<file path="config.mk">
export PLATFORM = sky130hd
export DESIGN_NAME = sysctl_top
export DESIGN_NICKNAME = d
export VERILOG_FILES = /design/src/rtl/sysctl_pkg.sv /design/src/rtl/sysctl_fifo.sv /design/src/rtl/sysctl_top.sv
export VERILOG_INCLUDE_DIRS = /design/src /design/src/rtl
export SDC_FILE = /design/constraint.sdc
export NUM_CORES = 1
export LEC_CHECK = 0
export BUFFER_PORTS_ARGS = -buffer_cell sky130_fd_sc_hd__buf_2
export CAP_MARGIN = 20
export CORE_AREA = 2 2 173 175
export DETAILED_ROUTE_END_ITERATION = 12
export DIE_AREA = 0 0 175 177
export PLACE_DENSITY = 0.79
export SLEW_MARGIN = 20
export SYNTH_ARGS = -nofsm -noshare
export SYNTH_HDL_FRONTEND = slang
export SYNTH_SLANG_ARGS = --single-unit
export TNS_END_PERCENT = 100
</file>
<file path="constraint.sdc">
create_clock -name sys_clk_i -period 3.44 [get_ports sys_clk_i]
set_clock_uncertainty 0.15 [all_clocks]
set_input_delay 0.516 -clock sys_clk_i [delete_from_list [all_inputs] [get_ports sys_clk_i]]
set_output_delay 0.516 -clock sys_clk_i [all_outputs]
set_load 0.02 [all_outputs]
</file>
<file path="src/rtl/sysctl_map.svh">
// Purpose : Register offsets, field positions, reset values and counts
// Assumes : Core I/O port numbers select registers; 16-bit core data
// Notes on behaviour
// Port 0 low bits, port 1 high/data
// Four event flags, write-one clears
// Bits 4-7 mask events to interrupt
// Bit 8 steers port 1 access
// Bit 9 picks internal or external framing
// Bit 10 drives external flag pin
// Bit 11 serial versus parallel companding
// Bit 12 enables encoder on writes
// Bit 13 enables decoder on reads
// Bit 14 selects A-law or mu-law
// Bit 15 bit clock input or output
// Frame pulse every modulus plus two clocks
// Software keeps modulus above 7, not ones
// Prescaler bits 27-24 choose clock divide
// Bit 28 frame pulse one or eight
// Bit 29 selects two's-complement format
// Software writes zero to bit 31
// Host port only with both selects low
// Bit 30 selects sixteen-bit host latch
// Byte select addresses latch halves
// Host write: fall clears empty, rise captures
// Core read sets empty, clears latch
// Host read rise raises polled status; the code drives polled_status_o low on that rise
// Outside keeps event and status undriven
// Host strobes synchronised before use; data drive enable uses raw host_rd_b_i
`ifndef SYSCTL_MAP_SVH
`define SYSCTL_MAP_SVH
`define PORT_CTRL_LOW     3'h0
`define PORT_CTRL_HIGH    3'h1
`define PORT_HOST         3'h5
`define BIT_PORT1_CFG     8
`define BIT_EXT_FRAME     9
`define BIT_EXT_FLAG      10
`define BIT_SERIAL_EN     11
`define BIT_ENC_EN        12
`define BIT_DEC_EN        13
`define BIT_ALAW          14
`define BIT_SCLK_IN       15
`define BIT_FR_WIDE       12
`define BIT_TWOS          13
`define BIT_HOST_WIDE     14
`define CTRL_LOW_RESET    16'h0000
`define CTRL_HIGH_RESET   16'h0000
`define FR_WIDE_CYCLES    4'h8
`define FIFO_DEPTH        16
`endif

</file>
<file path="src/rtl/sysctl_pkg.sv">
// Purpose : Shared types for the system control block
// Assumes : Map header holds the numbers
// Notes   : Structs carry grouped core bus fields and companding settings
`default_nettype none
package sysctl_pkg;
   typedef struct packed {
      logic        wr;
      logic        rd;
      logic [2:0]  port;
      logic [15:0] data;
   } core_req_t;
   typedef struct packed {
      logic        alaw;
      logic        twos;
      logic        enc_en;
      logic        dec_en;
      logic        serial_en;
   } compand_cfg_t;
   typedef enum logic [1:0] {
      HS_IDLE = 2'b00,
      HS_LOW  = 2'b01,
      HS_HIGH = 2'b10
   } host_strobe_t;
endpackage
`default_nettype wire

</file>
<file path="src/rtl/sysctl_fifo.sv">
// Purpose : Small valid/ready FIFO for host-written words
// Assumes : Single clock
// Notes   : Full and empty come from a count
`default_nettype none
module sysctl_fifo #(
   parameter int WIDTH = 16,
   parameter int DEPTH = 16
) (
   input  wire logic             sys_clk_i,  // Clock
   input  wire logic             rst_b_i,    // Async reset, low
   input  wire logic             in_valid_i, // Write valid
   output logic                  in_ready_o, // Not full
   input  wire logic [WIDTH-1:0] in_data_i,  // Write data
   output logic                  out_valid_o,// Not empty
   input  wire logic             out_ready_i,// Drain
   output logic      [WIDTH-1:0] out_data_o  // Head word
);
   localparam int AW = $clog2(DEPTH);
   logic [WIDTH-1:0] mem [DEPTH];
   logic [AW-1:0]    wp_r;
   logic [AW-1:0]    rp_r;
   logic [AW:0]      cnt_r;
   logic             push;
   logic             pop;
   assign in_ready_o  = (cnt_r != (AW+1)'(DEPTH));
   assign out_valid_o = (cnt_r != '0);
   assign push = in_valid_i && in_ready_o;
   assign pop  = out_valid_o && out_ready_i;
   assign out_data_o = mem[rp_r];
   always_ff @(posedge sys_clk_i) begin
      if (push) begin
         mem[wp_r] <= in_data_i;
      end
   end
   always_ff @(posedge sys_clk_i or negedge rst_b_i) begin
      if (!rst_b_i) begin
         wp_r  <= '0;
         rp_r  <= '0;
         cnt_r <= '0;
      end else begin
         if (push) begin
            wp_r <= wp_r + 1'b1;
         end
         if (pop) begin
            rp_r <= rp_r + 1'b1;
         end
         cnt_r <= cnt_r + (AW+1)'(push) - (AW+1)'(pop);
      end
   end
endmodule
`default_nettype wire

</file>
<file path="src/rtl/sysctl_top.sv">
// Purpose : System control register, timing logic and host latch port
// Assumes : Core accesses are one-cycle strobes; host strobes asynchronous
// Notes   : Serial shift and companding arithmetic live elsewhere
`include "sysctl_map.svh"
`default_nettype none
module sysctl_top
   import sysctl_pkg::*;
(
   input  wire logic         sys_clk_i,         // Device clock, 50 MHz
   input  wire logic         rst_b_i,           // Async reset, low
   input  wire core_req_t    core_req_i,        // Core IN/OUT access
   output logic [15:0]       core_rdata_o,      // Core read data
   input  wire logic [15:0]  serial_rdata_i,    // Serial/compand read data
   output logic              serial_wr_o,       // Port 1 write to serial path
   output logic              serial_rd_o,       // Port 1 read from serial path
   output compand_cfg_t      compand_cfg_o,     // Companding settings
   input  wire logic         external_event_input, // External event
   input  wire logic         receive_sync_input,   // Receive sync
   input  wire logic         transmit_sync_input,  // Transmit sync
   output logic              core_irq_o,        // Interrupt to core
   output logic              internal_frame_pulse, // Frame pulse output
   output logic              frame_tick_o,      // Active frame for transfers
   output logic              external_flag_output, // Flag pin
   input  wire logic         sclk_in_i,         // Bit clock pin input
   output logic              sclk_out_o,        // Bit clock pin output
   output logic              sclk_oe_b_o,       // Bit clock drive, low = drive
   input  wire logic         host_mode_select_pin, // Mode select
   input  wire logic         standalone_select_pin,// Mode select twin
   input  wire logic         host_wr_b_i,       // Host write strobe
   input  wire logic         host_rd_b_i,       // Host read strobe
   input  wire logic         latch_byte_select, // High/low byte
   input  wire logic [15:0]  host_data_i,       // Host data in
   output logic [15:0]       host_data_o,       // Output latch
   output logic [15:0]       host_data_oe_b_o,  // Data drive, low = drive
   output logic              rx_latch_empty_flag, // Receive latch empty
   output logic              tx_latch_full_flag,  // Transmit latch full
   output logic              polled_status_o,   // Status to core
   output logic              host_wr_ready_o    // Host latch can accept
);
   // ---------------------------------------------------------------
   // Control register
   // ---------------------------------------------------------------
   logic [15:0] ctrl_low_r;
   logic [15:0] ctrl_high_r;
   logic [3:0]  flag_r;
   logic [3:0]  event_set;
   logic        host_mode;
   logic        host_irq;
   logic        wr0;
   logic        wr1_ctrl;
   logic        rd5;
   logic        wr5;
   assign wr0      = core_req_i.wr && core_req_i.port == `PORT_CTRL_LOW;
   assign wr1_ctrl = core_req_i.wr && core_req_i.port == `PORT_CTRL_HIGH
                     && ctrl_low_r[`BIT_PORT1_CFG];
   assign host_mode = !host_mode_select_pin && !standalone_select_pin;
   assign rd5 = core_req_i.rd && core_req_i.port == `PORT_HOST && host_mode;
   assign wr5 = core_req_i.wr && core_req_i.port == `PORT_HOST && host_mode;
   assign serial_wr_o = core_req_i.wr && core_req_i.port == `PORT_CTRL_HIGH
                        && !ctrl_low_r[`BIT_PORT1_CFG];
   assign serial_rd_o = core_req_i.rd && core_req_i.port == `PORT_CTRL_HIGH
                        && !ctrl_low_r[`BIT_PORT1_CFG];

   always_ff @(posedge sys_clk_i or negedge rst_b_i) begin
      if (!rst_b_i) begin
         ctrl_low_r <= `CTRL_LOW_RESET;
      end else if (wr0) begin
         ctrl_low_r <= {core_req_i.data[15:4], 4'h0};
      end
   end
   always_ff @(posedge sys_clk_i or negedge rst_b_i) begin
      if (!rst_b_i) begin
         ctrl_high_r <= `CTRL_HIGH_RESET;
      end else if (wr1_ctrl) begin
         ctrl_high_r <= core_req_i.data; // Bit 31 kept as written
      end
   end
   // Set wins over a same-cycle write-one clear
   always_ff @(posedge sys_clk_i or negedge rst_b_i) begin
      if (!rst_b_i) begin
         flag_r <= 4'h0;
      end else begin
         flag_r <= (flag_r & ~(wr0 ? core_req_i.data[3:0] : 4'h0)) | event_set;
      end
   end
   assign core_irq_o = |(flag_r & ctrl_low_r[7:4]) || host_irq;

   assign external_flag_output = ctrl_low_r[`BIT_EXT_FLAG];
   assign compand_cfg_o.serial_en = ctrl_low_r[`BIT_SERIAL_EN];
   assign compand_cfg_o.enc_en    = ctrl_low_r[`BIT_ENC_EN];
   assign compand_cfg_o.dec_en    = ctrl_low_r[`BIT_DEC_EN];
   assign compand_cfg_o.alaw      = ctrl_low_r[`BIT_ALAW];
   assign compand_cfg_o.twos      = ctrl_high_r[`BIT_TWOS];

   // ---------------------------------------------------------------
   // Event edge detection
   // ---------------------------------------------------------------
   logic [3:0] ev_now;
   logic [3:0] ev_prev_r;
   logic       fr_rise;
   // In host mode the external event line is owned by the port
   assign ev_now = {1'b0, transmit_sync_input, receive_sync_input,
                    external_event_input && !host_mode};
   always_ff @(posedge sys_clk_i or negedge rst_b_i) begin
      if (!rst_b_i) begin
         ev_prev_r <= 4'h0;
      end else begin
         ev_prev_r <= ev_now;
      end
   end
   assign event_set = (ev_now & ~ev_prev_r) | {fr_rise, 3'b000};

   // ---------------------------------------------------------------
   // Bit clock prescaler
   // ---------------------------------------------------------------
   logic [4:0] half_div;
   logic [4:0] pre_cnt_r;
   logic       sclk_r;
   logic       sclk_in_s_r;
   logic       sclk_tick;
   always_comb begin
      unique case (ctrl_high_r[11:8])
         4'h0:    half_div = 5'h10;
         4'h1:    half_div = 5'h0E;
         4'h2:    half_div = 5'h0C;
         4'h4:    half_div = 5'h0A;
         4'h8:    half_div = 5'h08;
         4'h9:    half_div = 5'h07;
         4'hA:    half_div = 5'h06;
         4'hC:    half_div = 5'h05;
         default: half_div = 5'h10;
      endcase
   end
   always_ff @(posedge sys_clk_i or negedge rst_b_i) begin
      if (!rst_b_i) begin
         pre_cnt_r <= 5'h00;
         sclk_r    <= 1'b0;
      end else if (pre_cnt_r >= half_div - 5'h01) begin
         pre_cnt_r <= 5'h00;
         sclk_r    <= !sclk_r;
      end else begin
         pre_cnt_r <= pre_cnt_r + 5'h01;
      end
   end
   always_ff @(posedge sys_clk_i or negedge rst_b_i) begin
      if (!rst_b_i) begin
         sclk_in_s_r <= 1'b0;
      end else begin
         sclk_in_s_r <= sclk_in_i;
      end
   end
   assign sclk_out_o  = sclk_r;
   assign sclk_oe_b_o = ctrl_low_r[`BIT_SCLK_IN];
   // One enable per bit clock rising edge, either direction
   assign sclk_tick = ctrl_low_r[`BIT_SCLK_IN] ? (sclk_in_i && !sclk_in_s_r)
                    : (!sclk_r && pre_cnt_r >= half_div - 5'h01);

   // ---------------------------------------------------------------
   // Frame counter
   // ---------------------------------------------------------------
   logic [8:0] frm_cnt_r;
   logic [3:0] fr_len_r;
   logic       fr_r;
   logic       fr_prev_r;
   always_ff @(posedge sys_clk_i or negedge rst_b_i) begin
      if (!rst_b_i) begin
         frm_cnt_r <= 9'h000;
         fr_len_r  <= 4'h0;
         fr_r      <= 1'b0;
      end else if (sclk_tick) begin
         if (frm_cnt_r >= {1'b0, ctrl_high_r[7:0]} + 9'h001) begin
            frm_cnt_r <= 9'h000;
            fr_r      <= 1'b1;
            fr_len_r  <= ctrl_high_r[`BIT_FR_WIDE] ? `FR_WIDE_CYCLES : 4'h1;
         end else begin
            frm_cnt_r <= frm_cnt_r + 9'h001;
            if (fr_len_r <= 4'h1) begin
               fr_r     <= 1'b0;
               fr_len_r <= 4'h0;
            end else begin
               fr_len_r <= fr_len_r - 4'h1;
            end
         end
      end
   end
   always_ff @(posedge sys_clk_i or negedge rst_b_i) begin
      if (!rst_b_i) begin
         fr_prev_r <= 1'b0;
      end else begin
         fr_prev_r <= fr_r;
      end
   end
   assign fr_rise = fr_r && !fr_prev_r;
   assign internal_frame_pulse = fr_r;
   assign frame_tick_o = ctrl_low_r[`BIT_EXT_FRAME]
                         ? (transmit_sync_input || receive_sync_input) : fr_r;

   // ---------------------------------------------------------------
   // Host latch port
   // ---------------------------------------------------------------
   logic [1:0]  wr_sync_r;
   logic [1:0]  rd_sync_r;
   logic        wr_prev_r;
   logic        rd_prev_r;
   logic        wr_fall;
   logic        wr_rise;
   logic        rd_rise;
   logic [15:0] rx_latch_r;
   logic [15:0] tx_latch_r;
   logic        rx_empty_r;
   logic        tx_full_r;
   logic        irq_r;
   logic        status_r;
   logic        fifo_out_valid;
   logic        fifo_in_ready;
   logic [15:0] fifo_out_data;
   logic        wide;
   always_ff @(posedge sys_clk_i or negedge rst_b_i) begin
      if (!rst_b_i) begin
         wr_sync_r <= 2'b11;
         rd_sync_r <= 2'b11;
         wr_prev_r <= 1'b1;
         rd_prev_r <= 1'b1;
      end else begin
         wr_sync_r <= {wr_sync_r[0], host_wr_b_i};
         rd_sync_r <= {rd_sync_r[0], host_rd_b_i};
         wr_prev_r <= wr_sync_r[1];
         rd_prev_r <= rd_sync_r[1];
      end
   end
   assign wr_fall = host_mode && wr_prev_r && !wr_sync_r[1];
   assign wr_rise = host_mode && !wr_prev_r && wr_sync_r[1];
   assign rd_rise = host_mode && !rd_prev_r && rd_sync_r[1];
   assign wide = ctrl_high_r[`BIT_HOST_WIDE];

   // Data captured at the synchronised rise; host holds data past it
   always_ff @(posedge sys_clk_i or negedge rst_b_i) begin
      if (!rst_b_i) begin
         rx_latch_r <= 16'h0000;
      end else if (wr_rise) begin
         if (wide) begin
            rx_latch_r <= host_data_i;
         end else if (latch_byte_select) begin
            rx_latch_r[15:8] <= host_data_i[7:0];
         end else begin
            rx_latch_r[7:0] <= host_data_i[7:0];
         end
      end else if (rd5) begin
         rx_latch_r <= 16'h0000;
      end
   end
   // Whole words go to the FIFO once the last half arrives
   logic push_word;
   assign push_word = wr_rise && (wide || !latch_byte_select);
   logic [15:0] push_data;
   assign push_data = wide ? host_data_i : {rx_latch_r[15:8], host_data_i[7:0]};
   assign host_wr_ready_o = fifo_in_ready;

   sysctl_fifo #(
      .WIDTH (16),
      .DEPTH (`FIFO_DEPTH)
   ) u_rx_fifo (
      .sys_clk_i   (sys_clk_i),
      .rst_b_i     (rst_b_i),
      .in_valid_i  (push_word),
      .in_ready_o  (fifo_in_ready),
      .in_data_i   (push_data),
      .out_valid_o (fifo_out_valid),
      .out_ready_i (rd5),
      .out_data_o  (fifo_out_data)
   );

   // Empty flag low means data pending; fall clears, core read sets
   always_ff @(posedge sys_clk_i or negedge rst_b_i) begin
      if (!rst_b_i) begin
         rx_empty_r <= 1'b1;
         irq_r      <= 1'b0;
      end else begin
         if (wr_fall) begin
            rx_empty_r <= 1'b0;
         end else if (rd5 && !(fifo_out_valid && push_word)) begin
            rx_empty_r <= 1'b1;
         end
         if (push_word) begin
            irq_r <= 1'b1;
         end else if (rd5) begin
            irq_r <= 1'b0;
         end
      end
   end
   assign host_irq = irq_r;
   assign rx_latch_empty_flag = rx_empty_r;

   always_ff @(posedge sys_clk_i or negedge rst_b_i) begin
      if (!rst_b_i) begin
         tx_latch_r <= 16'h0000;
         tx_full_r  <= 1'b0;
         status_r   <= 1'b1;
      end else begin
         if (wr5) begin
            tx_latch_r <= core_req_i.data;
            tx_full_r  <= 1'b1;
            status_r   <= 1'b1;
         end else if (rd_rise && (wide || !latch_byte_select)) begin
            tx_full_r <= 1'b0;
            status_r  <= 1'b0;
         end
      end
   end
   assign tx_latch_full_flag = tx_full_r;
   assign polled_status_o = status_r; // Active low, like the pin
   assign host_data_o = wide ? tx_latch_r
                        : {8'h00, latch_byte_select ? tx_latch_r[15:8] : tx_latch_r[7:0]};
   // Drive only while the host read strobe is low in host mode
   assign host_data_oe_b_o = (host_mode && !host_rd_b_i)
                             ? (wide ? 16'h0000 : 16'hFF00) : 16'hFFFF;

   // ---------------------------------------------------------------
   // Core read mux
   // ---------------------------------------------------------------
   always_comb begin
      core_rdata_o = 16'h0000;
      if (core_req_i.port == `PORT_CTRL_LOW) begin
         core_rdata_o = {ctrl_low_r[15:4], flag_r};
      end else if (core_req_i.port == `PORT_CTRL_HIGH) begin
         core_rdata_o = ctrl_low_r[`BIT_PORT1_CFG] ? ctrl_high_r : serial_rdata_i;
      end else if (core_req_i.port == `PORT_HOST && host_mode) begin
         core_rdata_o = fifo_out_data;
      end
   end

   // ---------------------------------------------------------------
   // Checks
   // ---------------------------------------------------------------
   chk_flag_set_wins: assert property (@(posedge sys_clk_i) disable iff (!rst_b_i)
      event_set[0] |=> flag_r[0]) else $error("event flag lost");
   chk_flag_clear: assert property (@(posedge sys_clk_i) disable iff (!rst_b_i)
      (wr0 && core_req_i.data[0] && !event_set[0]) |=> !flag_r[0])
      else $error("flag not cleared");
   chk_mask_gate: assert property (@(posedge sys_clk_i) disable iff (!rst_b_i)
      (flag_r[0] && ctrl_low_r[4]) |-> core_irq_o) else $error("masked irq missing");
   chk_flag_pin: assert property (@(posedge sys_clk_i) disable iff (!rst_b_i)
      wr0 |=> external_flag_output == $past(core_req_i.data[10]))
      else $error("flag pin wrong");
   chk_sclk_dir: assert property (@(posedge sys_clk_i) disable iff (!rst_b_i)
      (sclk_tick && !ctrl_low_r[15] && !wr0) |=> (sclk_out_o && !sclk_oe_b_o))
      else $error("bit clock direction");
   chk_fr_narrow: assert property (@(posedge sys_clk_i) disable iff (!rst_b_i)
      ($rose(fr_r) && !ctrl_high_r[12]) |-> fr_len_r == 4'h1)
      else $error("narrow frame length");
   chk_host_off: assert property (@(posedge sys_clk_i) disable iff (!rst_b_i)
      !host_mode |-> (host_data_oe_b_o == 16'hFFFF && !wr_rise))
      else $error("host port active");
   chk_wr_irq: assert property (@(posedge sys_clk_i) disable iff (!rst_b_i)
      push_word |=> host_irq) else $error("host write irq");
   chk_read_empty: assert property (@(posedge sys_clk_i) disable iff (!rst_b_i)
      (rd5 && !wr_fall && !push_word) |=> rx_latch_empty_flag && !host_irq)
      else $error("core read empty");
   chk_rd_status: assert property (@(posedge sys_clk_i) disable iff (!rst_b_i)
      (rd_rise && wide && !wr5) |=> !polled_status_o) else $error("status");
endmodule
`default_nettype wire
</file>
After elaboration in Yosys (flattened, before gate mapping)
Memory sizes are Yosys's and may differ from the RTL's. Cells that the tools add are included.

$add $sub $neg: 9. $lt $le $gt $ge: 3. Equality and inequality tests: 4. Muxes and demuxes: 32. Bitwise gates (word level): 7. Reduce and logical (&&, ||, !) cells: 55.

Operators by type and width (count): $mux 16 (11); $logic_and 1x1->1 (29); $mux 8 (3); $mux 4 (4); $logic_not 1->1 (13); $mux 1 (12); $reduce_bool 2->1 (5); $add 8x1->9 const B (1); $add 9x1->9 const B (1); $ge 9x9->1 (1); $mux 9 (1); $add 4x1->4 const B (2); $and 4x4->4 (2); $or 4x4->4 (2); $add 5x1->5 (1); $add 5x1->5 const B (1); $ge 5x5->1 (1); $mux 5 (1); $ne 5x5->1 const B (1); $reduce_bool 5->1 (1); $sub 5x1->5 (1); $sub 5x1->5 const B (1); $and 3x4->4 (1); $le 4x1->1 const B (1); 10 further kinds (13).

Register bits after elaboration: 104. Bits in writable memories: 256. Memory bits (read-only): 80. Input bits: 64. Output and inout bits: 65. Memories kept: 2.

Memory list: u_rx_fifo.mem (words 16, width 16, read ports 1, clocked after memory_dff 0, write ports 1, RTL line sysctl_fifo.sv:19) `logic [WIDTH-1:0] mem [DEPTH];`; (no name shown) (words 16, width 5, read ports 1, clocked after memory_dff 0, write ports 0, RTL line sysctl_top.sv:122) `unique case (ctrl_high_r[11:8])`.

Depth between registers and ports, before layout
Gate-level depths: netlist (run 1).

Depth after elaboration: 10. Depth in mapped cells: 15. Mapped depth without buffers: 14.

Modules after synthesis
A second synthesis (run 1) with hierarchy kept.

Cells, all modules: 1084. Area total of the unflattened synthesis: 16079.2 µm².

Modules (own cells, without submodules): sysctl_fifo (times used 1, cells each 551, area each 10627.7 µm², sequential area each 8012.7 µm²); sysctl_top (times used 1, cells each 533, area each 5451.5 µm², sequential area each 2287.2 µm²).

Least setup slack after synthesis (run 1)
Ideal clock, no wire load.

Path kind: flip-flop to flip-flop. Start: register ctrl_high_r[8]. End: register frm_cnt_r[0]. Arrival: 2.924 ns. Data required time: 3.225 ns. Path slack: 0.301 ns. Stages on the path, launching flop included: 16. Buffers on the path: 1. Cells stage by stage: dfrtp_1 inv_1 ha_1 nand2_1 o21ai_0 o21ai_0 ha_1 o21ai_0 xnor2_1 ha_1 nand2_1 or3_1 o21a_1 buf_2 nor2_2 mux2_2.

Longest elaborated chain between the ends: 5.

RTL lines: start, declared (RTL line sysctl_top.sv:44) `logic [15:0] ctrl_high_r;`; start signal, assigned (RTL line sysctl_top.sv:73) `` ctrl_high_r <= `CTRL_HIGH_RESET; ``; start signal, assigned (RTL line sysctl_top.sv:75) `ctrl_high_r <= core_req_i.data;`; $mem_v2 16x5; $sub 5x1->5 (RTL line sysctl_top.sv:156) `: (!sclk_r && pre_cnt_r >= half_div - 5'h01);`; $ge 5x5->1 (RTL line sysctl_top.sv:156); $logic_and 1x1->1 (RTL line sysctl_top.sv:156); $mux 1 (RTL line sysctl_top.sv:155) `` assign sclk_tick = ctrl_low_r[`BIT_SCLK_IN] ? (sclk_in_i && !sclk_in_s_r) ``; end signal, assigned (RTL line sysctl_top.sv:176) `frm_cnt_r <= frm_cnt_r + 9'h001;`; end, declared (RTL line sysctl_top.sv:161) `logic [8:0] frm_cnt_r;`.

No other way between the ends. A chain may end at the register's enable or synchronous reset.

Worst setup path after layout (run 1)
Start: register u_rx_fifo.rp_r[0]. End: output port core_rdata_o[13].

Longest elaborated chain between the ends: 4.

RTL lines: start, declared (RTL line sysctl_fifo.sv:21) `logic [AW-1:0] rp_r;`; start signal, assigned (RTL line sysctl_fifo.sv:45) `rp_r <= rp_r + 1'b1;`; $mem_v2 16x16; $mux 16 (RTL line sysctl_top.sv:327) `` end else if (core_req_i.port == `PORT_HOST && host_mode) begin ``; $mux 16 (RTL line sysctl_top.sv:325) `` end else if (core_req_i.port == `PORT_CTRL_HIGH) begin ``; $mux 16 (RTL line sysctl_top.sv:323) `` if (core_req_i.port == `PORT_CTRL_LOW) begin ``; end, declared (RTL line sysctl_top.sv:12) `output logic [15:0] core_rdata_o,`.

No other way between the ends.

==> results of run 1 <==
==> cells in the mapped netlist (21+ instances only) <==
cell type  count
o21ai_0       42
mux2i_1       57
edfxtp_1     256
nor2_1        21
buf_4         24
ha_1          36
mux2_2        52
dfrtp_1       96
nand2_1       43
mux4_2        64
inv_1         31
==> cell usage in the layout, fill, tap and decap left out, types with 14 or more instances in the layout <==
cell / n
buf_4: 56
clkbuf_16: 39
mux2_2: 52
edfxtp_1: 256
dfrtp_1: 93
o21ai_0: 41
inv_1: 29
buf_2: 127
and2_1: 18
ha_1: 35
nor2_1: 21
mux4_2: 64
nand2_1: 43
o22a_1: 14
o21ai_1: 19
mux2i_1: 54
==> metrics by stage <==
step	hold slack (ns)	worst slack, ns
final	0.0556	0.0936
after global routing	0.0559	0.00157
after CTS	0.0419	-0.0153
after global placement	0.197	0.108
after detailed placement	0.197	0.0426
after floorplan	0.0704	0.301
==> path summary, 6_finish.rpt <==
kind,cells past startpoint,slack (ns),end,from
worst max-delay path,7,0.09,core_rdata_o[13],u_rx_fifo.rp_r[0]
worst min-delay path,2,0.06,ctrl_high_r[13],core_req_i[13]
worst max register to register,15,0.26,frm_cnt_r[7],ctrl_high_r[8]
worst min register to register,0,0.18,rd_sync_r[1],rd_sync_r[0]
max in group asynchronous,3,1.94,flag_r[1],rst_b_i
min in group asynchronous,2,0.40,pre_cnt_r[1],rst_b_i
==> registers in the layout, summed over array words and instances, names as in the netlist, 5 cells and up <==
name / flops
frm_cnt_r: 9
u_rx_fifo.mem: 256
tx_latch_r: 16
ctrl_high_r: 16
rx_latch_r: 8
ctrl_low_r: 12
pre_cnt_r: 5
u_rx_fifo.cnt_r: 5
==> layer usage <==
layer / track usage / wire length [um]
met1: 0.311 / 14600
met2: 0.411 / 18700
met3: 0.0500 / 2320
met4: 0.0962 / 1370
met5: 0 / 0
==> what timing repair did <==
action | in CTS | in global routing
hold endpoints to repair | 47 | 0
pin swaps | 0 | 1
gates cloned | 0 | 1
endpoints found under the setup margin | 11 | 19
resized for setup | 2 | 12
hold buffers | 6 | 0
setup buffers | 2 | 3
==> worst max-delay path, cell delays in order, from the launching register on <==
cell,delay [ns]
dfrtp_4,0.53
buf_4,0.18
clkbuf_16,0.19
mux4_2,0.52
mux2i_1,0.26
o22a_1,0.24
o21ai_1,0.07
buf_2,0.17
==> kinds of logic after synthesis <==
family / Yosys count / synth area share
adders and majority gates: 37 / 0.0298
xor gates and xnor gates: 22 / 0.0122
muxes: 183 / 0.172
buffers and inverters: 93 / 0.0315
DFF: 360 / 0.652
AOI/OAI and AO/OA: 124 / 0.0533
and+or+nand+nor: 148 / 0.0496
==> power breakdown <==
group	leakage, nW	switching (mW)	internal (mW)	total, mW
Combinational	2.78	1.90	1.73	3.63
Clock	0.587	1.73	2.22	3.95
Sequential	3.58	0.400	5.21	5.61
Total	6.95	4.03	9.16	13.2
==> final cells by class <==
type,count,area [sq um],share of cell area
Clock inverter,23,239,0.0130
Clock buffer,43,970,0.0527
Inverter,31,116,0.00632
Multi-Input combinational cell,514,5050,0.274
Timing Repair Buffer,195,1230,0.0669
Sequential cell,360,10300,0.560
Tap cell,390,488,0.0265
==> impl_metrics.ini, run 1 <==
[cts]
worstSkewPairLatency_ns = 0.56
cts_tree = done
path_clk_slew_ns = 0.06
cts-root-buf = clkbuf_16
cts_made_buffers = 38
htreeDepth = 2
clock_path_buffers = 3
cts_sinks = 360

[placed_design]
placed_cells = 1478
io_buffers = 128
dp_hpwl_um = 23700
placed_area_sq_mm = 0.0170
gp_congestion = 0.821

[logic_synthesis]
synthCells = 967
synth_nets = 1068
synth.distinct_cells = 62
synth_seq_cells = 360
async_reset_ff_frac = 0.289
synth_area_sq_mm = 0.0158
synth_edf_count = 256
yosysSeqAreaShare = 0.652
synth_top_area_share = 0.487
synth_top_cells_by_area = edfxtp_1 49%, dfrtp_1 15%, mux4_2 9.1%
synth_top_cell_by_area = edfxtp_1
synth_area_per_cell_sq_um = 16.3
yosysWarnings = 0
synthFlopType = edfxtp_1

[route]
viasPerCell = 5.85
wl_per_cell_um = 23.8
totalWireLength_um = 37000
drt_first_pass_iters = 7
final_antenna_net_count = 0
drt_iter0_markers = 851
route.detailed.drc = 0
vias = 9107

[floorplanning]
num_rows = 63
die_w_um = 175
start_util = 0.540
core_area_sq_mm = 0.0292
io_pins = 129
die_y_um = 177
dieArea_sq_mm = 0.0310

[finish]
area_growth_pct = 16.5
final_cells = 1556
fillers = 2004
drive_gt1_frac = 0.338
nets = 1241
fin_util = 0.629
design_area_sq_mm = 0.0184
num_antenna_cells = 0

[sta]
fin_crit_sh = 0.973
max_freq_mhz = 299
setup_tns_ns = 0
rsz0062_at_grt = false
hold_violations = 0
slew_viol_final = 0
slew_headroom = 0.440
min_period_ns = 3.35
setup_viol = 0
worst_pin_slew_ns = 0.840

[power]
peakVddDrop_v = 0.000538
p_leak_nw = 6.95
power_density_mw_per_mm2 = 717
power_mw = 13.2

[grt]
antenna_found_initial = 0
grt_pass1_wl_um = 56300
grt_pass1_vias = 9494
grt_remaining_overflow = 0
grt_usage = 0.243
grt_max_degree = 55

[job]
max_cap_violations = 0

[setup_path]
worstPathArrival_ns = 2.68
cp.required_ns = 2.77
cp-start-kind = register
crit_type = reg -> out
endpoint_kind = primary output
cp_max_fo = 14

[worst_hold_path]
holdCritPathClass = in -> reg

[run_status]
run_status = finished clean
(Power assumes the default switching activity.)
==> inputs of run 2 (changes only) <==
- HOLD_SLACK_MARGIN: default -> 0.06
==> run 2 against run 1 <==
Combinational power about the same. Design area rose by 0.25%. Routed wire length rose by 0.23%. Cell count up 0.32%. Non-clock buffer count increased by 5. Count of clock-buffer cells in the layout unchanged. Via count is 0.71% higher. Register-to-register slack about the same. Critical endpoint unchanged.
==> impl_metrics.ini, run 2 (same netlist as run 1, synthesis figures left out) <==
[grt]
antenna_found_initial = 0
grt_max_degree = 55
grt_pass1_vias = 9556
grt_usage = 0.244
grt_remaining_overflow = 0
grt_pass1_wl_um = 56600

[sta]
fin_crit_sh = 0.975
max_freq_mhz = 298
slew_headroom = 0.434
min_period_ns = 3.35
worst_pin_slew_ns = 0.849
hold_violations = 0
hold_ws_ns = 0.0726
setup_viol = 0
slew_viol_final = 0

[power]
power_density_mw_per_mm2 = 715
p_leak_nw = 6.97
power_mw = 13.2
peakVddDrop_v = 0.000538

[setup_path]
cp_slowest_cell = dfrtp_4
r2r_end = frm_cnt_r[7]
crit_type = reg -> out
r2r_setup_slack_ns = 0.26
r2r-start = ctrl_high_r[8]
path_cells = buf_4 > clkbuf_16 > mux4_2 > mux2i_1 > o22a_1 > o21ai_1 > buf_2
crit_path_max_incr_delay_ns = 0.53
cp-start-kind = register
worstPathArrival_ns = 2.69
cp.required_ns = 2.77
cp_max_fo = 14
endpoint_kind = primary output
reg2reg_depth = 15

[route]
route.detailed.drc = 0
vias = 9172
viasPerCell = 5.88
totalWireLength_um = 37100
drt_first_pass_iters = 5
final_antenna_net_count = 0
drt_iter0_markers = 887
wl_per_cell_um = 23.7

[cts]
cts-root-buf = clkbuf_16
path_clk_slew_ns = 0.06
worstSkewPairLatency_ns = 0.56
htreeDepth = 2
cts_made_buffers = 38
clock_path_buffers = 3
cts_sinks = 360
cts_tree = done

[finish]
area_growth_pct = 16.8
num_antenna_cells = 0
reg_top3 = u_rx_fifo.mem x256, ctrl_high_r x16, tx_latch_r x16
design_area_sq_mm = 0.0184
drive_gt1_frac = 0.336
final-seq-area_sq_mm = 0.0103
nets = 1246
fillers = 1994
fin_util = 0.631
multi_input_area_sq_mm = 0.00505
regMostFlops = u_rx_fifo.mem
most-common-layout-cells = 256 x edfxtp_1, 127 x buf_2, 93 x dfrtp_1
largest_reg_flops = 256
final_common_cell = edfxtp_1

[placed_design]
io_buffers = 128
gp_congestion = 0.821
dp_hpwl_um = 23700
placed_area_sq_mm = 0.0170

[job]
max_cap_violations = 0

[floorplanning]
die_y_um = 177
io_pins = 129
start_util = 0.540
dieArea_sq_mm = 0.0310
die_w_um = 175
core_area_sq_mm = 0.0292
num_rows = 63

[run_status]
run_status = finished clean

[worst_hold_path]
holdCritPathClass = in -> reg
hold-path-endpoint = ctrl_high_r[10]
hold_start = core_req_i[10]
whs_path_depth = 2
[run 2: how the worst max path moves through the flow]
stage | startpoint | endpoint | slack, ns | depth (start not counted)
2_1_floorplan | ctrl_high_r[8] | frm_cnt_r[0] | 0.30 | 15
6_report | u_rx_fifo.rp_r[0] | core_rdata_o[13] | 0.09 | 7
3_3_place_gp | ctrl_high_r[9] | frm_cnt_r[0] | 0.11 | 14
3_5_place_dp | ctrl_high_r[9] | fr_len_r[2] | 0.04 | 14
4_1_cts | u_rx_fifo.rp_r[0] | core_rdata_o[6] | -0.02 | 6
5_1_grt | u_rx_fifo.rp_r[0] | core_rdata_o[9] | -0.005 | 7
[run 2: layout make-up]
| type | count | area share |
|---|---|---|
| Clock buffer | 43 | 0.0526 |
| Clock inverter | 23 | 0.0130 |
| Inverter | 31 | 0.00631 |
| Multi-Input combinational cell | 514 | 0.274 |
| Sequential cell | 360 | 0.559 |
| Tap cell | 390 | 0.0265 |
| Timing Repair Buffer | 200 | 0.0695 |
[run 2: per-stage QoR]
step | TNS (ns) | setup WS, ns | cells
finish | 0 | 0.0857 | 1561
global route | -0.00523 | -0.00523 | 1561
CTS | -0.0449 | -0.0153 | 1557
detailed placement | 0 | 0.0426 | 1478
global placement | 0 | 0.108 | 1478
floorplan | 0 | 0.301 | 967
[run 2: timing repair]
action | CTS | global route
resized for setup | 2 | 11
setup buffers | 2 | 3
endpoints found under the hold margin | 52 | 0
endpoints found under the setup margin | 11 | 19
pin swaps | 0 | 1
hold buffers | 11 | 0
cloned | 0 | 1
[run 2: metal layers]
metal | vias to the layer above | share of wire | global-route usage
met3 | 90 | 0.068 | 0.0505
met2 | 379 | 0.51 | 0.412
met5 | - | 0 | 0
met4 | 0 | 0.036 | 0.0976
met1 | 4640 | 0.39 | 0.312
li1 | 4063 | - | -
[run 2: power by group]
part | total, mW | internal (mW) | switching, mW
Clock | 3.95 | 2.22 | 1.73
Sequential | 5.61 | 5.21 | 0.399
Combinational | 3.63 | 1.74 | 1.90
[run 2: worst max-delay path: cells and delay by family, from the launching register on]
| kind | cells | cell delay (ns) |
|---|---|---|
| buffers and inverters | 3 | 0.54 |
| DFF | 1 | 0.53 |
| AOI/OAI and AO/OA | 2 | 0.31 |
| muxes | 2 | 0.78 |
==> inputs of run 3 (changes only) <==
- CORE_AREA: 2 2 173 175 -> 2 2 201 154
- DIE_AREA: 0 0 175 177 -> 0 0 203 156
- PLACE_DENSITY: 0.79 -> 0.73
- SYNTH_HIERARCHICAL: default -> 1
==> run 3 against run 2 <==
Global-route usage rose by 0.18 points. Clock power about the same. Sequential cell count did not move. Non-clock buffer count down 3. Synthesized area rose by 1.8%. Via count rose by 9.0%. First-iteration DRC count increased by 6.0%. Routed wire length grew 5.8%. Critical path type unchanged. Total power increased by 4.3%. Highest routed layer unchanged.
==> impl_metrics.ini, run 3 <==
[logic_synthesis]
synth_edf_count = 256
synthCells = 1084
synth_top_cell_by_area = edfxtp_1
synth_area_per_cell_sq_um = 14.8
synth.distinct_cells = 75
yosysWarnings = 6
synth_commonest_cells = 256 x edfxtp_1, 96 x dfrtp_1, 89 x mux2i_1
yosysMostFrequentCell = edfxtp_1
synth_area_sq_mm = 0.0161
synth_seq_cells = 360
async_reset_ff_frac = 0.289
synth_top_cells_by_area = edfxtp_1 48%, dfrtp_1 15%, mux2i_1 5.5%
synth_top_area_share = 0.478
yosysSeqAreaShare = 0.641
synthFlopType = edfxtp_1
synth_nets = 1185

[setup_path]
crit_type = reg -> out
cp-start-kind = register
endpoint_kind = primary output
cp_slowest_cell = mux4_2
worstPathArrival_ns = 2.77
cp_max_fo = 10
cp.required_ns = 2.77
path_cells = buf_4 > mux4_2 > a22oi_1 > nand2_1 > a21oi_1 > nor2_1 > buf_2
crit_path_max_incr_delay_ns = 0.57

[sta]
worst_pin_slew_ns = 0.752
setup_tns_ns = 0
setup_viol = 0
max_freq_mhz = 291
rsz0062_at_grt = true
hold_ws_ns = 0.0923
slew_headroom = 0.498
hold_violations = 0
min_period_ns = 3.44
fin_crit_sh = 0.999
slew_viol_final = 0

[cts]
path_clk_slew_ns = 0.06
cts_made_buffers = 36
worstSkewPairLatency_ns = 0.56
cts_tree = done
clock_path_buffers = 3
htreeDepth = 2
cts_sinks = 360
cts-root-buf = clkbuf_16

[power]
peakVddDrop_v = 0.000549
power_density_mw_per_mm2 = 727
p_leak_nw = 7.35
p_sw_mw = 4.42
p_int_mw = 9.33
power_mw = 13.8
p_clk_frac = 0.289
pwr-share-comb = 0.303
seqPwrFrac = 0.409
swShare = 0.321

[route]
final_antenna_net_count = 0
drt_first_pass_iters = 5
met1_length_um = 17000
wl_met2_um = 18100
highest-signal-layer = met4
drt_iter0_markers = 940
wl_met3_um = 3250
viasPerCell = 5.98
totalWireLength_um = 39200
vias = 9999
route.detailed.drc = 0
wl_per_cell_um = 23.5

[floorplanning]
die_w_um = 203
dieArea_sq_mm = 0.0317
num_rows = 55
core_area_sq_mm = 0.0297
start_util = 0.542
die_y_um = 156
io_pins = 129

[finish]
nets = 1346
reg_top3 = u_rx_fifo/mem x256, ctrl_high_r x16, tx_latch_r x16
drive_gt1_frac = 0.318
largest_reg_flops = 256
num_antenna_cells = 0
final_common_cell = edfxtp_1
regMostFlops = u_rx_fifo/mem
most-common-layout-cells = 256 x edfxtp_1, 127 x buf_2, 95 x dfrtp_1
area_growth_pct = 17.6
final_cells = 1671

[grt]
grt_max_degree = 49
grt_remaining_overflow = 0
grt_pass1_wl_um = 58400
antenna_found_initial = 0
grt_usage = 0.246
grt_pass1_vias = 9741

[worst_hold_path]
holdCritPathClass = in -> reg

[placed_design]
gp_congestion = 0.876
dp_hpwl_um = 25100
io_buffers = 128
placed_cells = 1580

[job]
max_cap_violations = 0

[run_status]
run_status = finished clean
==> run 3: cell types whose count changed after synthesis, sizes merged, moves of 21 or more <==
cell / delta
mux2i: +32
a221oi: +32
a21oi: +31
nand2: +23
o21ai: -21
mux4: -32
nor2: +25
==> run 3: logic make-up after synthesis <==
logic type,after synthesis,synth area share
compound gates,181,0.0789
xor+xnor,22,0.0120
mux,178,0.140
buf+inv,111,0.0364
flops,360,0.641
fa+ha+maj,37,0.0293
simple gates,195,0.0625
==> run 3: final cells by class <==
class | instances | area, sq um
Inverter | 37 | 143
Sequential cell | 360 | 10300
Timing Repair Buffer | 197 | 1330
Tap cell | 399 | 499
Fill cell | 2131 | 10800
Clock buffer | 50 | 993
Clock inverter | 15 | 210
Multi-Input combinational cell | 613 | 5430
==> run 3: timing repair <==
item,4_1_cts,5_1_grt
hold endpoints to repair,52,0
hold buffers,7,0
resized for setup,4,38
setup buffers,4,14
cloned,0,1
setup endpoints to repair,25,27
pin swaps,0,2
==> run 3: power by group through the flow <==
| stage | Sequential, mW | Combinational (mW) | Clock (mW) |
|---|---|---|---|
| floorplan | 5.52 | 2.85 | 0 |
| global placement | 5.73 | 3.60 | 0 |
| detailed placement | 5.75 | 3.72 | 0 |
| CTS | 5.61 | 3.91 | 4.01 |
| global route | 5.67 | 4.51 | 4.20 |
| finish | 5.62 | 4.16 | 3.97 |
==> run 3: path summary, 6_finish.rpt <==
path / from / endpoint / slack (ns) / cells after the start
min in group asynchronous: rst_b_i / frm_cnt_r[0] / 0.41 / 2
max in group asynchronous: rst_b_i / rx_latch_empty_flag / 1.95 / 3
worst max register to register: ctrl_high_r[8] / sclk_out_o / 0.19 / 12
worst min-delay path: core_req_i[11] / ctrl_high_r[11] / 0.09 / 3
worst max-delay path: u_rx_fifo/rp_r[0] / core_rdata_o[9] / 0.004 / 7
worst min register to register: rd_sync_r[0] / rd_sync_r[1] / 0.20 / 0
==> run 3: per-stage QoR <==
step,worst slack (ns),util,cell area [sq um]
after global placement,-0.0269,0.580,17200
after floorplan,-0.136,-,16100
after CTS,-0.0316,0.625,18500
after global routing,-0.0890,0.638,18900
final,0.00371,0.638,18900
after detailed placement,-0.137,0.580,17200
==> run 3: per-layer routing <==
layer  GRT usage  vias to the layer above
li1            -                     4443
met1       0.366                     5057
met2       0.367                      436
met3      0.0501                       63
met4      0.0747                        0
met5           0                        -
==> run 3: critical path: cells and delay by family, from the launching register on <==
family | cells | cell delay [ns]
mux | 1 | 0.57
flops | 1 | 0.55
buf+inv | 2 | 0.44
compound gates | 2 | 0.41
simple gates | 2 | 0.24
